[src/verilog/wdt_pkg.sv]
// Purpose: Shared constants for the watchdog downcounter block.
// Assumes: 10 MHz core clock stands in for the oscillator clock.
// Notes: One 8-bit control register held in a 32-bit bus word.
package wdt_pkg;
  localparam int WDT_OSC_PER_TICK = 3072;
  localparam int WDT_RST_PULSE_NS = 500;
  localparam int WDT_CLK_PERIOD_NS = 100;
  localparam int WDT_RST_PULSE_CYC =
    (WDT_RST_PULSE_NS + WDT_CLK_PERIOD_NS - 1) / WDT_CLK_PERIOD_NS;
  localparam logic [11:0] WDT_TICK_LAST = 12'(WDT_OSC_PER_TICK - 1);
  localparam logic [3:0] WDT_PULSE_LAST = 4'(WDT_RST_PULSE_CYC - 1);
  localparam logic [11:0] WDT_REG_ADDR = 12'h0d8;
  localparam logic [11:0] WDT_STAT_ADDR = 12'h0dc;
  localparam logic [7:0] WDT_REG_RESET = 8'hfe;
  localparam int WDT_BIT_ENABLE = 0;
  localparam int WDT_BIT_SOFTRST = 1;
  localparam logic [1:0] WDT_RESP_OKAY = 2'b00;
  localparam logic [1:0] WDT_RESP_SLVERR = 2'b10;
  typedef logic [7:0] wdt_byte_t;
endpackage : wdt_pkg

[src/verilog/wdt_cnt_if.sv]
// Purpose: Carries counter controls between the top and the counter core.
// Assumes: One clock domain.
// Notes: Load has priority over tick.
`timescale 1ns/1ps
interface wdt_cnt_if;
  logic load;
  logic [6:0] load_val;
  logic tick;
  logic freeze;
  logic [6:0] count;
  modport ctl (output load, output load_val, output tick, output freeze,
               input count);
  modport core (input load, input load_val, input tick, input freeze,
                output count);
endinterface : wdt_cnt_if

[src/verilog/wdt_counter.sv]
// Purpose: 7-bit downcounter (soft reset flag as MSB, count bits below).
// Assumes: Software writes keep the flag set except to force a reset.
// Notes: Wraps from zero when used as a plain timer.
`timescale 1ns/1ps
module wdt_counter (
  // Clock and reset
  input wire logic core_clk,
  input wire logic rst_b,
  // Controls
  wdt_cnt_if.core cnt
);
  import wdt_pkg::*;

  logic [6:0] count_ff;

  always_ff @(posedge core_clk or negedge rst_b) begin
    if (!rst_b) begin
      count_ff <= 7'h7f;
    end else if (cnt.load) begin
      count_ff <= cnt.load_val;
    end else if (cnt.tick && !cnt.freeze) begin
      count_ff <= count_ff - 7'h01;
    end
  end

  assign cnt.count = count_ff;
endmodule : wdt_counter

[src/verilog/wdt_top.sv]
// Purpose: Watchdog downcounter with soft reset, AXI4-Lite register access.
// Assumes: Option straps are static; stop request and nmi are synchronous.
// Notes: Register byte at 0x0d8, status at 0x0dc; reset pulse is 5 cycles.
//
// How it works
// - Hardware option: always active, enable bit not forced
// - Hardware option: enable bit reads unreliable
// - Software option: enable set once, sticks
// - Counter decrements every 3072 clocks
// - Timeout chosen in 64 count steps
// - Flag at zero while active: reset pulse
// - Clearing flag while enabled forces reset
// - Run needs enable, flag set, count loaded
// - FEh gives 24.576 ms, 02h 0.384 ms
// - Inactive: plain reversed 7-bit timer, no reset
// - Bits 7..2 reversed count, flag, enable
// - Register at 0D8h, read/write, resets FEh
// - Inactive: flag is timer MSB
// - Active stop acts as wait unless stop-control
//
// Local design decisions: the placing of the registers and the AXI4-Lite slave port.
`timescale 1ns/1ps
module wdt_top (
  // Clock and reset
  input wire logic core_clk,
  input wire logic rst_b,
  // Option straps and low-power inputs
  input wire logic hardware_activation_option,
  input wire logic external_stop_option,
  input wire logic stop_req,
  input wire logic nmi_in,
  // Reset and mode outputs
  output logic chip_rst_b,
  output logic wdt_active,
  output logic stop_granted,
  // AXI4-Lite write address
  input wire logic [11:0] s_axi_awaddr,
  input wire logic s_axi_awvalid,
  output logic s_axi_awready,
  // AXI4-Lite write data
  input wire logic [31:0] s_axi_wdata,
  input wire logic [3:0] s_axi_wstrb,
  input wire logic s_axi_wvalid,
  output logic s_axi_wready,
  // AXI4-Lite write response
  output logic [1:0] s_axi_bresp,
  output logic s_axi_bvalid,
  input wire logic s_axi_bready,
  // AXI4-Lite read address
  input wire logic [11:0] s_axi_araddr,
  input wire logic s_axi_arvalid,
  output logic s_axi_arready,
  // AXI4-Lite read data
  output logic [31:0] s_axi_rdata,
  output logic [1:0] s_axi_rresp,
  output logic s_axi_rvalid,
  input wire logic s_axi_rready
);
  import wdt_pkg::*;

  // --------------------------------------------------------------
  // Bus slave state
  // --------------------------------------------------------------
  logic aw_held_ff;
  logic w_held_ff;
  logic [11:0] awaddr_ff;
  logic [31:0] wdata_ff;
  logic [3:0] wstrb_ff;
  logic bvalid_ff;
  logic [1:0] bresp_ff;
  logic rvalid_ff;
  logic [1:0] rresp_ff;
  logic [31:0] rdata_ff;
  logic wr_fire;
  logic wr_hit;
  logic [7:0] wr_byte;

  // --------------------------------------------------------------
  // Watchdog state
  // --------------------------------------------------------------
  logic sw_enable_ff;
  logic [11:0] presc_ff;
  logic [3:0] pulse_cnt_ff;
  logic pulse_on_ff;
  logic sw_rst_seen_ff;
  logic enable_bit;
  logic frozen;
  logic tick;
  logic expire;
  logic sw_kill;
  wdt_byte_t reg_view;

  wdt_cnt_if cnt_if ();

  // --------------------------------------------------------------
  // Write channel: address and data taken in either order
  // --------------------------------------------------------------
  assign s_axi_awready = !aw_held_ff && !bvalid_ff;
  assign s_axi_wready = !w_held_ff && !bvalid_ff;
  assign wr_fire = aw_held_ff && w_held_ff && !bvalid_ff;
  assign wr_hit = wr_fire && (awaddr_ff == WDT_REG_ADDR) && wstrb_ff[0];
  assign wr_byte = wdata_ff[7:0];

  always_ff @(posedge core_clk or negedge rst_b) begin
    if (!rst_b) begin
      aw_held_ff <= 1'b0;
      awaddr_ff <= 12'h000;
    end else if (s_axi_awvalid && s_axi_awready) begin
      aw_held_ff <= 1'b1;
      awaddr_ff <= {s_axi_awaddr[11:2], 2'b00};
    end else if (wr_fire) begin
      aw_held_ff <= 1'b0;
    end
  end

  always_ff @(posedge core_clk or negedge rst_b) begin
    if (!rst_b) begin
      w_held_ff <= 1'b0;
      wdata_ff <= 32'h0000_0000;
      wstrb_ff <= 4'h0;
    end else if (s_axi_wvalid && s_axi_wready) begin
      w_held_ff <= 1'b1;
      wdata_ff <= s_axi_wdata;
      wstrb_ff <= s_axi_wstrb;
    end else if (wr_fire) begin
      w_held_ff <= 1'b0;
    end
  end

  // Unmapped writes are answered SLVERR; status word is read-only
  always_ff @(posedge core_clk or negedge rst_b) begin
    if (!rst_b) begin
      bvalid_ff <= 1'b0;
      bresp_ff <= WDT_RESP_OKAY;
    end else if (wr_fire) begin
      bvalid_ff <= 1'b1;
      bresp_ff <= (awaddr_ff == WDT_REG_ADDR) ? WDT_RESP_OKAY
                                               : WDT_RESP_SLVERR;
    end else if (s_axi_bready) begin
      bvalid_ff <= 1'b0;
    end
  end

  assign s_axi_bvalid = bvalid_ff;
  assign s_axi_bresp = bresp_ff;

  // --------------------------------------------------------------
  // Read channel
  // --------------------------------------------------------------
  assign s_axi_arready = !rvalid_ff;

  always_ff @(posedge core_clk or negedge rst_b) begin
    if (!rst_b) begin
      rvalid_ff <= 1'b0;
      rresp_ff <= WDT_RESP_OKAY;
      rdata_ff <= 32'h0000_0000;
    end else if (s_axi_arvalid && s_axi_arready) begin
      rvalid_ff <= 1'b1;
      if ({s_axi_araddr[11:2], 2'b00} == WDT_REG_ADDR) begin
        rresp_ff <= WDT_RESP_OKAY;
        rdata_ff <= {24'h00_0000, reg_view};
      end else if ({s_axi_araddr[11:2], 2'b00} == WDT_STAT_ADDR) begin
        rresp_ff <= WDT_RESP_OKAY;
        rdata_ff <= {29'h0000_0000, stop_granted, pulse_on_ff,
                     wdt_active};
      end else begin
        rresp_ff <= WDT_RESP_SLVERR;
        rdata_ff <= 32'h0000_0000;
      end
    end else if (s_axi_rready) begin
      rvalid_ff <= 1'b0;
    end
  end

  assign s_axi_rvalid = rvalid_ff;
  assign s_axi_rresp = rresp_ff;
  assign s_axi_rdata = rdata_ff;

  // --------------------------------------------------------------
  // Activation
  // --------------------------------------------------------------
  // Enable only ever sets; only a device reset clears it
  always_ff @(posedge core_clk or negedge rst_b) begin
    if (!rst_b) begin
      sw_enable_ff <= 1'b0;
    end else if (wr_hit && wr_byte[WDT_BIT_ENABLE]) begin
      sw_enable_ff <= 1'b1;
    end
  end

  // Forced active by the strap; written enable is then ignored
  assign wdt_active = hardware_activation_option || sw_enable_ff;
  // Under the strap the bit reads as the stored software copy, which
  // software must not rely on
  assign enable_bit = sw_enable_ff;

  // --------------------------------------------------------------
  // Prescaler and counter
  // --------------------------------------------------------------
  // Stop freezes the count only with stop-control chosen and nmi high
  assign stop_granted = stop_req && (!wdt_active ||
                        (external_stop_option && nmi_in));
  assign frozen = wdt_active && stop_granted;

  always_ff @(posedge core_clk or negedge rst_b) begin
    if (!rst_b) begin
      presc_ff <= 12'h000;
    end else if (wr_hit) begin
      presc_ff <= 12'h000;
    end else if (!frozen) begin
      presc_ff <= (presc_ff == WDT_TICK_LAST) ? 12'h000
                                              : presc_ff + 12'h001;
    end
  end

  assign tick = (presc_ff == WDT_TICK_LAST);

  // Count byte is bit-reversed: bit 7 is counter LSB, bit 2 its bit 5, flag its MSB
  assign cnt_if.load = wr_hit;
  assign cnt_if.load_val = {wr_byte[WDT_BIT_SOFTRST], wr_byte[2],
                            wr_byte[3], wr_byte[4], wr_byte[5],
                            wr_byte[6], wr_byte[7]};
  assign cnt_if.tick = tick;
  assign cnt_if.freeze = frozen;

  wdt_counter u_counter (
    .core_clk(core_clk),
    .rst_b(rst_b),
    .cnt(cnt_if)
  );

  // Flag is counter MSB, so it doubles as 7-bit timer top bit
  assign reg_view = {cnt_if.count[0], cnt_if.count[1], cnt_if.count[2],
                     cnt_if.count[3], cnt_if.count[4], cnt_if.count[5],
                     cnt_if.count[6], enable_bit};

  // --------------------------------------------------------------
  // Reset generation
  // --------------------------------------------------------------
  // Timer mode never resets: expiry needs the active state
  assign expire = wdt_active && !cnt_if.count[6];
  assign sw_kill = wr_hit && !wr_byte[WDT_BIT_SOFTRST] &&
                   (wdt_active || wr_byte[WDT_BIT_ENABLE]);

  // The pulse runs once per expiry; the system reset that follows
  // is expected to clear this block; the low level ends by itself after 5 cycles
  always_ff @(posedge core_clk or negedge rst_b) begin
    if (!rst_b) begin
      sw_rst_seen_ff <= 1'b0;
    end else begin
      sw_rst_seen_ff <= expire;
    end
  end

  always_ff @(posedge core_clk or negedge rst_b) begin
    if (!rst_b) begin
      pulse_on_ff <= 1'b0;
      pulse_cnt_ff <= 4'h0;
    end else if (!pulse_on_ff && (sw_kill ||
                 (expire && !sw_rst_seen_ff))) begin
      pulse_on_ff <= 1'b1;
      pulse_cnt_ff <= 4'h0;
    end else if (pulse_on_ff) begin
      if (pulse_cnt_ff == WDT_PULSE_LAST) begin
        pulse_on_ff <= 1'b0;
      end
      pulse_cnt_ff <= pulse_cnt_ff + 4'h1;
    end
  end

  assign chip_rst_b = !pulse_on_ff;

  // --------------------------------------------------------------
  // Checks
  // --------------------------------------------------------------
  a_hw_forces_active: assert property (@(posedge core_clk)
    disable iff (!rst_b) hardware_activation_option |-> wdt_active)
    else $error("hardware option did not force active");

  a_enable_sticks: assert property (@(posedge core_clk)
    disable iff (!rst_b) sw_enable_ff |=> sw_enable_ff)
    else $error("enable bit cleared without reset");

  a_tick_spacing: assert property (@(posedge core_clk)
    disable iff (!rst_b) (tick && !wr_hit && !frozen) |=>
    !tick [*8])
    else $error("ticks too close together");

  a_count_steps: assert property (@(posedge core_clk)
    disable iff (!rst_b) (tick && !frozen && !wr_hit) |=>
    (cnt_if.count == $past(cnt_if.count) - 7'h01))
    else $error("counter did not step by one");

  a_write_loads: assert property (@(posedge core_clk)
    disable iff (!rst_b) wr_hit |=> (reg_view[7:1] == $past(wr_byte[7:1])))
    else $error("write did not load counter");

  a_expiry_pulse: assert property (@(posedge core_clk)
    disable iff (!rst_b) (expire && !sw_rst_seen_ff && !pulse_on_ff) |=>
    !chip_rst_b [*5] ##1 chip_rst_b)
    else $error("reset pulse wrong length");

  a_pulse_bounded: assert property (@(posedge core_clk)
    disable iff (!rst_b) pulse_on_ff |-> (pulse_cnt_ff <= WDT_PULSE_LAST))
    else $error("reset pulse counter overran");

  a_soft_reset: assert property (@(posedge core_clk)
    disable iff (!rst_b) (sw_kill && !pulse_on_ff) |=> !chip_rst_b)
    else $error("soft reset not issued");

  a_pulse_cause: assert property (@(posedge core_clk)
    disable iff (!rst_b) $rose(pulse_on_ff) |->
    ($past(sw_kill) || $past(expire)))
    else $error("reset pulse without a cause");

  a_timer_no_rst: assert property (@(posedge core_clk)
    disable iff (!rst_b) (!wdt_active && !pulse_on_ff && !sw_kill) |=>
    chip_rst_b)
    else $error("reset in timer mode");

  a_freeze_holds: assert property (@(posedge core_clk)
    disable iff (!rst_b) (frozen && !wr_hit) |=>
    $stable(cnt_if.count))
    else $error("counter moved while frozen");

  a_reset_value: assert property (@(posedge core_clk)
    $rose(rst_b) |-> (reg_view[7:1] == WDT_REG_RESET[7:1]))
    else $error("wrong reset value");

  c_soft_reset: cover property (@(posedge core_clk)
    disable iff (!rst_b) sw_kill);
  c_expiry: cover property (@(posedge core_clk)
    disable iff (!rst_b) expire && !sw_rst_seen_ff);
  c_frozen: cover property (@(posedge core_clk)
    disable iff (!rst_b) frozen);
  c_timer_wrap: cover property (@(posedge core_clk)
    disable iff (!rst_b) !wdt_active && tick && cnt_if.count == 7'h00);
  c_pulse_end: cover property (@(posedge core_clk)
    disable iff (!rst_b) $rose(chip_rst_b));
endmodule : wdt_top

[config.mk]
export PLATFORM = sky130hd
export DESIGN_NAME = wdt_top
export DESIGN_NICKNAME = d
export VERILOG_FILES = /design/src/verilog/wdt_pkg.sv /design/src/verilog/wdt_cnt_if.sv /design/src/verilog/wdt_counter.sv /design/src/verilog/wdt_top.sv
export SDC_FILE = /design/constraint.sdc
export NUM_CORES = 1
export LEC_CHECK = 0
export BUFFER_PORTS_ARGS = -buffer_cell sky130_fd_sc_hd__buf_2
export CAP_MARGIN = 25
export CELL_PAD_IN_SITES_DETAIL_PLACEMENT = 1
export CELL_PAD_IN_SITES_GLOBAL_PLACEMENT = 1
export CORE_UTILIZATION = 35
export CTS_CLUSTER_SIZE = 10
export DETAILED_ROUTE_END_ITERATION = 16
export GPL_TIMING_DRIVEN = 0
export PLACE_DENSITY = 0.74
export SYNTH_ARGS = -nofsm -noshare
export SYNTH_HDL_FRONTEND = slang
export SYNTH_SLANG_ARGS = --single-unit
[constraint.sdc]
create_clock -name core_clk -period 2 [get_ports core_clk]
set_input_delay 0.2 -clock core_clk [delete_from_list [all_inputs] [get_ports core_clk]]
set_output_delay 0.2 -clock core_clk [all_outputs]
set_load 0.02 [all_outputs]
==> metrics.txt, run 1 <==
status finished, final reports clean; IO Pins about 120; Critical-path top delay cell dfrtp_1; dpl ws 0.1475 ns; most frequent cells after synthesis dfrtp_1, nor2_1, buf_4, mux2_2, nand2_1; setup_tns 0 ns; 1st-iter DRT viols 74; most area-hungry cell type in the Yosys netlist dfrtp_1; area of the mapped netlist 0.002934 sq mm; required time of the critical path roughly 2.3 ns; DRC errors left 0; final setup fails 0; PnR worst setup slack 0.1335 ns; worst hold path class input port to flop; Overflow after GRT 0; starting density of the core 35.89%; fin. max-slew vios 0; Worst Tran Pin Value approximately 0.66 ns; Layout area overhead 25.93%; Crit. path cell count 7; vias in the first global route around 2200; Antenna Nets Post-Route 0; Num Clock Sinks 59; initial antenna violation count 0; CP delay by family, top simple AND/OR/NAND/NOR gates; vias 2186; Max Used Layer met4; Buf/Inv on CP 1; Reg2Reg Depth 7; Worst Setup EP u_counter.cnt.count[1]; Power Total 4146 uW; WL met2 2.935 mm; Peak Freq 0.5357 GHz; CORE AREA 0.008175 sq mm; Post-Route WL roughly 6.2 mm; hold path startpoint s_axi_bready; Worst Path Max Fanout 7; most frequent cell after synthesis dfrtp_1; Util after Layout 45.19%; period utilization ~93%; endpoints failing hold 0; CP Launch Type flop; clk root buf clkbuf_8; worst vdd ir 535.8 uV; Die W 93.56 um; Slew HR 55.80%; CTS tree built; Synth Area per Inst 11.03 sq um; GPL Wtd Cong between 0.7 and 0.8; dominant synthesized flop cell dfrtp_1; Fillers 973; first-pass GRT wire length 10.23 mm; Final #Nets between 400 and 500; Buffers on Ports between 50 and 60; die height between 90 and 100 um; total track usage 15.16%; Detailed Place HPWL 4.670 mm; Max-cap violations 0; post-CTS sizing 0; worst hold slack 0.04479 ns; Inserted Diodes 0; CP cell instances ha_1 -> nand3_1 -> nor4_4 -> buf_4 -> nand2_4 -> mux2_4 -> o21ai_2; arrival time of the worst setup path 2.13 ns; RR Startpoint presc_ff[0]; RSZ-0062 raised after global routing false; Detail Route met3 WL around 430 um; vias per cell 4.631; Worst Setup SP presc_ff[0]; Synth top area share 44.35%; CTS H-tree lvls 3; Period minus WS final about 1.9 ns; largest net degree at the start of global routing 32; main area contributors after synthesis dfrtp_1, mux2_2, buf_4, dfstp_2, nor2_1; r2r setup slk 0.13 ns; Clock Skew 0.01033 ns; pwr/cell area 1122 mW/mm^2; Post-synth EDFFs 0; Initial DRT Pass Iterations 4; critical path class flop to flop; clock slew at reported path FFs 0.07 ns; layout cells sized above 1 36.78%; WL met1 ~2.8 mm; Yosys Warn Count 0; leakage power 0.001806 uW; post-synthesis instance total 266; R2R Path End u_counter.cnt.count[1]; CP Capture Type flop; register area share after synthesis 50.62%; worst-case clock buffer depth 2; Skew-Pair Late Insertion Delay roughly 0.33 ns; total CTS buffers 9; routed len/inst 13.14 um; Rows 33; Synth cell types 44; Post-synth ARST share 100.0%; Yosys reg bits 59; max incr delay on CP between 0.4 and 0.5 ns; area of the die slightly below 0.009 sq mm
-- logic make-up (layout without fill, tap and decap cells) --
family,Yosys count,in the layout,synth area share [%]
and+or+nand+nor,85,85,16.20
DFF,59,59,50.62
buffers and inverters,44,120,8.998
AOI/OAI and AO/OA,33,33,8.358
muxes,24,24,9.211
xor gates and xnor gates,16,16,4.776
adders and majority gates,4,4,1.706
other,1,26,0.1278
-- worst min-delay path by stage --
stage	to	slack (ns)	depth (start not counted)
2_1_floorplan	aw_held_ff	-0.1	0
6_report	s_axi_bvalid	0.04	2
3_5_place_dp	wdata_ff[2]	0.27	1
5_1_grt	s_axi_bvalid	0.05	2
3_3_place_gp	s_axi_bvalid	0.39	2
4_1_cts	s_axi_bvalid	0.03	2
-- per-stage QoR --
step           cell area (sq um)  instances
2_1_floorplan               3028        291
3_3_place_gp                3445        453
3_5_place_dp                3465        454
4_1_cts                     3687        471
5_1_grt                     3695        472
6_report                    3695        472
-- layout make-up --
class | count | area (sq um) | area share [%]
sequential | 59 | 1485 | 40.20
multi-input combinational | 188 | 1279 | 34.61
timing repair buffer | 60 | 322.8 | 8.737
buffer | 32 | 219.0 | 5.926
clock buffer | 14 | 152.6 | 4.131
tap | 105 | 131.4 | 3.556
clock inverter | 2 | 60.06 | 1.625
inverter | 12 | 45.04 | 1.219
-- metal layers --
layer | GRT usage (%) | vias up
met5 | 0 | -
met4 | 4.615 | 0
met3 | 5.447 | 6
met2 | 24.82 | 64
met1 | 18.66 | 1055
li1 | - | 1061
-- cells in the final DEF, fill, tap and decap left out, types with 2 or more instances in the layout --
master and n:
a22o_1 8, o21ai_0 8, nand3_1 6, dfrtp_1 52, nand2_4 2, clkbuf_1 9, nand2_1 14, a21oi_1 7
a21boi_0 2, and3_1 4, bufinv_16 2, nand4b_1 3, xor2_1 10, nand3b_1 2, clkbuf_8 10, and4_1 2
conb_1 26, inv_1 12, xnor2_1 6, dfstp_2 7, buf_4 27, buf_2 58, nand4_1 7, nor3_1 5
mux2i_1 3, nor4_1 2, o31ai_1 2, ha_1 4, nor2_1 29, mux2_2 20
-- sequential cells by signal, summed over array words and instances (netlist names), 4 cells and up --
| register | flops |
|---|---|
| s_axi_rdata | 8 |
| pulse_cnt_ff | 4 |
| awaddr_ff | 10 |
| presc_ff | 12 |
| wdata_ff | 8 |
| u_counter.cnt.count | 7 |
-- power by group --
group | total [uW] | internal [uW] | switching [uW]
logic | 1080 | 557 | 527
registers | 1880 | 1560 | 319
clock network | 1180 | 739 | 441
-- timing repair --
action	in CTS	in global routing
endpoints found under the setup margin	0	5
endpoints found under the hold margin	21	0
buffers inserted	0	1
hold buffers	1	0
(Power assumes the default switching activity.)
==> inputs of run 2 (changes only) <==
--- a/config.mk
+++ b/config.mk
@@ -13,7 +13,7 @@
 export CTS_CLUSTER_SIZE = 10
 export DETAILED_ROUTE_END_ITERATION = 16
 export GPL_TIMING_DRIVEN = 0
-export PLACE_DENSITY = 0.74
+export PLACE_DENSITY_LB_ADDON = 0.08
 export SYNTH_ARGS = -nofsm -noshare
 export SYNTH_HDL_FRONTEND = slang
 export SYNTH_SLANG_ARGS = --single-unit
==> metrics.txt, run 2 (synthesis results as in run 1) <==
status finished, final reports clean (unchanged); Buffers on Ports 57 (unchanged); leakage power 0.001789 uW (was 0.001806 uW); area of the die 0.008753 sq mm (unchanged); Layout area overhead 24.26% (was 25.93%); sw frac 33.03% (was 31.06%); Design Area, Final 0.003646 sq mm (was 0.003695 sq mm); Antenna Nets Post-Route 0 (unchanged); Worst Tran Pin Value 0.5822 ns (was 0.6630 ns); CORE AREA 0.008175 sq mm (unchanged); total track usage 15.08% (was 15.16%); IO Pins 115 (unchanged); Die W 93.56 um (unchanged); Util after Layout 44.60% (was 45.19%); dpl ws 0.09245 ns (was 0.1475 ns); Final #Nets 437 (unchanged); period utilization 92.91% (was 93.33%); commonest cells after routing, fill and taps aside buf_2, dfrtp_1, nor2_1 (unchanged); met1 Usage GRT 18.33% (was 18.66%); DRC errors left 0 (unchanged); worst vdd ir 437.7 uV (was 535.8 uV); routed len/inst 12.80 um (was 13.14 um); Post-Route WL 6.042 mm (was 6.201 mm); Slew HR 61.18% (was 55.80%); die height 93.56 um (unchanged); Num Clock Sinks 59 (unchanged); CP delay by family, top simple AND/OR/NAND/NOR gates (unchanged); vias 2169 (was 2186); Overflow after GRT 0 (unchanged); Skew-Pair Late Insertion Delay 0.33 ns (about the same); layout cells sized above 1 37.06% (was 36.78%); sequential power share 48.2% (was 45.4%); first-pass GRT wire length 9.977 mm (was 10.23 mm); Reg2Reg Depth 5 (was 7); Most Crowded Layer GR met2 (unchanged); clock share of power 24.0% (was 28.4%); RSZ-0062 raised after global routing false (unchanged); Critical-path top delay cell and4_1 (was dfrtp_1); pwr/cell area 1064 mW/mm^2 (was 1122 mW/mm^2); Detailed Place HPWL 4.643 mm (was 4.670 mm); vias per cell 4.595 (was 4.631); RR Startpoint awaddr_ff[5] (was presc_ff[0]); Worst Path Max Fanout 5 (was 7); r2r setup slk 0.14 ns (was 0.13 ns); largest registers presc_ff (12), awaddr_ff (10) (unchanged); vias in the first global route 2113 (was 2221); clk root buf clkbuf_8 (unchanged); Clock Skew 0.009792 ns (was 0.01033 ns); largest net degree at the start of global routing 36 (was 32); starting density of the core 35.89% (unchanged); Largest Register presc_ff (unchanged); initial antenna violation count 0 (unchanged); Internal Pwr Total 2598 uW (was 2859 uW); endpoints failing hold 0 (unchanged); total CTS buffers 9 (unchanged); Net Switching 1281 uW (was 1288 uW); critical path class flop to flop (unchanged); CTS H-tree lvls 3 (unchanged); Crit. path cell count 5 (was 7); Period minus WS final 1.858 ns (was 1.867 ns); Buf/Inv on CP 0 (was 1); Comb power frac 27.8% (was 26.2%); most common cell after layout, fill and taps aside buf_2 (unchanged); Placement Cell Area 0.003465 sq mm (unchanged); R2R Path End pulse_cnt_ff[0] (was u_counter.cnt.count[1]); fin. max-slew vios 0 (unchanged); worst hold path class input port to flop (unchanged); Worst Setup SP awaddr_ff[5] (was presc_ff[0]); CP cell instances nand4bb_1 -> nor4_2 -> and4_1 -> a211oi_2 -> mux2_2 (was ha_1 -> nand3_1 -> nor4_4 -> buf_4 -> nand2_4 -> mux2_4 -> o21ai_2); met3 usage 3.902% (was 5.447%); Peak Freq 0.5382 GHz (was 0.5357 GHz); arrival time of the worst setup path 2.07 ns (was 2.13 ns); setup_tns 0 ns (unchanged); worst-case clock buffer depth 2 (unchanged); Rows 33 (unchanged); max incr delay on CP 0.41 ns (was 0.42 ns); clock slew at reported path FFs 0.07 ns (about the same); final setup fails 0 (unchanged); CP Capture Type flop (unchanged); 1st-iter DRT viols 48 (was 74); CTS tree built (unchanged); required time of the critical path 2.22 ns (was 2.27 ns); CP Launch Type flop (unchanged); PnR worst setup slack 0.1418 ns (was 0.1335 ns); GPL Wtd Cong 0.6793 (was 0.7525); Inserted Diodes 0 (unchanged); Worst Setup EP pulse_cnt_ff[0] (was u_counter.cnt.count[1]); Initial DRT Pass Iterations 4 (unchanged); Max-cap violations 0 (unchanged); Largest register FFs 12 (unchanged); grt met2 use 24.82% (unchanged)
run 2: cell count changes in the layout (fill, tap and decap cells not counted):
cell	previous run	this run
bufinv_16	2	0
clkbuf_1	9	8
clkinv_2	0	3
run 2: final cells by class:
cell class | count | area [sq um]
plain buffers | 32 | 219.0
clock buffers | 13 | 148.9
clock inverters | 3 | 15.01
fillers | 954 | 4529
inverters | 12 | 45.04
multi-input cells | 188 | 1279
flip-flops and latches | 59 | 1485
well taps | 105 | 131.4
repair buffers | 60 | 322.8
run 2: power by group through the flow:
| stage | Sequential, uW | Clock, uW | Combinational [uW] |
|---|---|---|---|
| after floorplan | 1820 | 0 | 835 |
| after global placement | 1880 | 0 | 1040 |
| after detailed placement | 1900 | 0 | 1100 |
| after CTS | 1880 | 965 | 1110 |
| after global routing | 1930 | 1020 | 1210 |
| final | 1870 | 930 | 1080 |
run 2: worst reg2reg max path, cell delays in order (launching register included):
cell and delay, ns:
dfrtp_1 0.38, nand4bb_1 0.20, nor4_2 0.29, and4_1 0.41
a211oi_2 0.17, mux2_2 0.29
run 2: how the worst min path moves through the flow:
stage	cells after the start	endpoint	from
2_1_floorplan	0	aw_held_ff	rst_b
3_3_place_gp	2	s_axi_bvalid	s_axi_bready
3_5_place_dp	1	aw_held_ff	rst_b
4_1_cts	2	s_axi_bvalid	s_axi_bready
5_1_grt	2	s_axi_bvalid	s_axi_bready
6_report	2	s_axi_bvalid	s_axi_bready
run 2: what timing repair did:
| action | in CTS | in global routing |
|---|---|---|
| hold endpoints to repair | 24 | 0 |
| buffers inserted | 0 | 1 |
| gates resized for setup | 0 | 0 |
| setup endpoints to repair | 0 | 1 |
| hold buffers | 1 | 0 |
run 2: metal layers:
| layer | wire length, um | part of all wire [%] |
|---|---|---|
| met4 | 88 | 1.5 |
| met3 | 390 | 6.5 |
| met2 | 2792 | 46 |
| met1 | 2770 | 46 |
| met5 | 0 | 0 |
run 2: stage by stage:
step           hold slack [ns]  total power, uW  instances
2_1_floorplan         -0.09559             2659        291
3_3_place_gp            0.3789             2921        453
3_5_place_dp            0.2314             2999        454
4_1_cts                0.04256             3949        471
5_1_grt                0.05331             4172        472
6_report               0.06031             3879        472
==> inputs of run 3 (changes only) <==
--- a/config.mk
+++ b/config.mk
@@ -12,7 +12,6 @@
 export CORE_UTILIZATION = 35
 export CTS_CLUSTER_SIZE = 10
 export DETAILED_ROUTE_END_ITERATION = 16
-export GPL_TIMING_DRIVEN = 0
 export PLACE_DENSITY_LB_ADDON = 0.08
 export SYNTH_ARGS = -nofsm -noshare
 export SYNTH_HDL_FRONTEND = slang
==> metrics.txt, run 3 (synthesis results as in run 1) <==
Net Switching 1265 uW (was 1281 uW); post-CTS sizing 0 (unchanged); clock slew at reported path FFs 0.07 ns (about the same); first-pass GRT wire length 10.11 mm (was 9.977 mm); clk root buf clkbuf_8 (unchanged); critical path class flop to output pin (was flop to flop); starting density of the core 35.89% (unchanged); vias in the first global route 2123 (was 2113); setup_tns 0 ns (unchanged); Overflow after GRT 0 (unchanged); # hold bufs at CTS 1 (unchanged); Peak Freq 0.5684 GHz (was 0.5382 GHz); Layout area overhead 18.72% (was 24.26%); area of the die 0.008753 sq mm (unchanged); Internal Pwr Total 2559 uW (was 2598 uW); Largest Register presc_ff (unchanged); sw frac 33.08% (was 33.03%); leakage power 0.001673 uW (was 0.001789 uW); Fillers 958 (was 954); Die W 93.56 um (unchanged); Worst Tran Pin Value 0.5457 ns (was 0.5822 ns); Critical-path top delay cell dfrtp_1 (was and4_1); worst-case clock buffer depth 2 (unchanged); DRC errors left 0 (unchanged); Max-cap violations 0 (unchanged); clock share of power 24.2% (was 24.0%); largest net degree at the start of global routing 28 (was 36); CORE AREA 0.008175 sq mm (unchanged); status finished, final reports clean (unchanged); routed len/inst 13.27 um (was 12.80 um); 1st-iter DRT viols 53 (was 48); commonest cells after routing, fill and taps aside buf_2, dfrtp_1, nor2_1 (unchanged); Skew-Pair Late Insertion Delay 0.33 ns (about the same); Largest register FFs 12 (unchanged); arrival time of the worst setup path 1.56 ns (was 2.07 ns); GPL Wtd Cong 0.7081 (was 0.6793); dpl ws 0.2431 ns (was 0.09245 ns); Period minus WS final 1.759 ns (was 1.858 ns); RSZ-0062 raised after global routing false (unchanged); Final #Nets 413 (was 437); pwr/cell area 1098 mW/mm^2 (was 1064 mW/mm^2); final setup fails 0 (unchanged); vias 2090 (was 2169); die height 93.56 um (unchanged); period utilization 87.96% (was 92.91%); Initial DRT Pass Iterations 4 (unchanged); max incr delay on CP 0.44 ns (was 0.41 ns); endpoints failing hold 0 (unchanged); Slew HR 63.62% (was 61.18%); sequential power share 49.3% (was 48.2%); post-route insts no fill 447 (was 472); most common cell after layout, fill and taps aside buf_2 (unchanged); Detailed Place HPWL 4.550 mm (was 4.643 mm); worst vdd ir 523.1 uV (was 437.7 uV); Post-Route WL 5.930 mm (was 6.042 mm); Rows 33 (unchanged); Comb power frac 26.5% (was 27.8%); total CTS buffers 9 (unchanged); Antenna Nets Post-Route 0 (unchanged); PnR worst setup slack 0.2408 ns (was 0.1418 ns); Buffers on Ports 57 (unchanged); CP cell instances nor2_1 -> inv_1 -> a21boi_0 -> buf_2 (was nand4bb_1 -> nor4_2 -> and4_1 -> a211oi_2 -> mux2_2); Design Area, Final 0.003483 sq mm (was 0.003646 sq mm); total track usage 15.21% (was 15.08%); Worst Path Max Fanout 4 (was 5); IO Pins 115 (unchanged); dpl cells 431 (was 454); largest registers presc_ff (12), awaddr_ff (10) (unchanged); required time of the critical path 1.80 ns (was 2.22 ns); worst hold path class input port to flop (unchanged); initial antenna violation count 0 (unchanged); setup bufs post-CTS 0 (unchanged); fin. max-slew vios 0 (unchanged); vias per cell 4.676 (was 4.595); layout cells sized above 1 34.21% (was 37.06%); CP Launch Type flop (unchanged); CTS H-tree lvls 3 (unchanged); Inserted Diodes 0 (unchanged); Num Clock Sinks 59 (unchanged); Placement Cell Area 0.003313 sq mm (was 0.003465 sq mm); Clock Skew 0.007871 ns (was 0.009792 ns); CTS tree built (unchanged); CP Capture Type output pin (was flop)
## run 3: cell count changes in the layout (fill, tap and decap cells not counted), sizes merged
| cell | before | now |
|---|---|---|
| clkbuf | 18 | 12 |
| buf | 86 | 67 |
## run 3: critical path, delay by kind of cell, from the launching register on
kind	cells	cell delay, ns
DFF	1	0.44
AOI/OAI and AO/OA	1	0.27
and+or+nand+nor	1	0.19
buffers and inverters	2	0.34
## run 3: layout make-up
class | instances | area, sq um | area share [%]
Tap cell | 105 | 131.4 | 3.772
Timing Repair Buffer | 68 | 382.9 | 10.99
Clock inverter | 3 | 15.01 | 0.4310
Multi-Input combinational cell | 188 | 1279 | 36.71
Sequential cell | 59 | 1485 | 42.64
Clock buffer | 12 | 145.1 | 4.167
Inverter | 12 | 45.04 | 1.293
## run 3: power groups by stage
stage / Clock [uW] / Sequential [uW] / Combinational [uW]
finish: 924 / 1890 / 1010
global route: 1000 / 1950 / 1150
CTS: 966 / 1890 / 1040
detailed placement: 0 / 1910 / 1040
global placement: 0 / 1900 / 994
floorplan: 0 / 1820 / 835
## run 3: layer usage
layer / wire length [um] / vias up / share of wire (%) / global-route usage (%)
met5: 0 / - / 0 / 0
met4: 116 / 0 / 2.0 / 7.692
met3: 404 / 9 / 6.8 / 4.228
met2: 2695 / 65 / 45 / 23.35
met1: 2713 / 1001 / 46 / 19.60
li1: - / 1015 / - / -
## run 3: worst paths after layout
path	from	to	slack (ns)	depth (start not counted)
worst max-delay path	enable_bit	stop_granted	0.24	4
worst min register to register	s_axi_rdata[0]	s_axi_rdata[0]	0.48	2
worst max register to register	presc_ff[0]	u_counter.cnt.count[1]	0.25	7
min in group asynchronous	rst_b	presc_ff[10]	0.40	2
worst min-delay path	s_axi_bready	s_axi_bvalid	0.04	2
max in group asynchronous	rst_b	s_axi_rdata[7]	1.02	3
## run 3: stage by stage
stage          hold WS, ns  power [uW]  utilization [%]
6_report           0.04161        3824            42.61
3_5_place_dp        0.2218        2952            40.53
2_1_floorplan     -0.09559        2659                -
5_1_grt            0.02788        4107            42.61
4_1_cts            0.02936        3899            42.61
3_3_place_gp        0.2200        2894            40.53
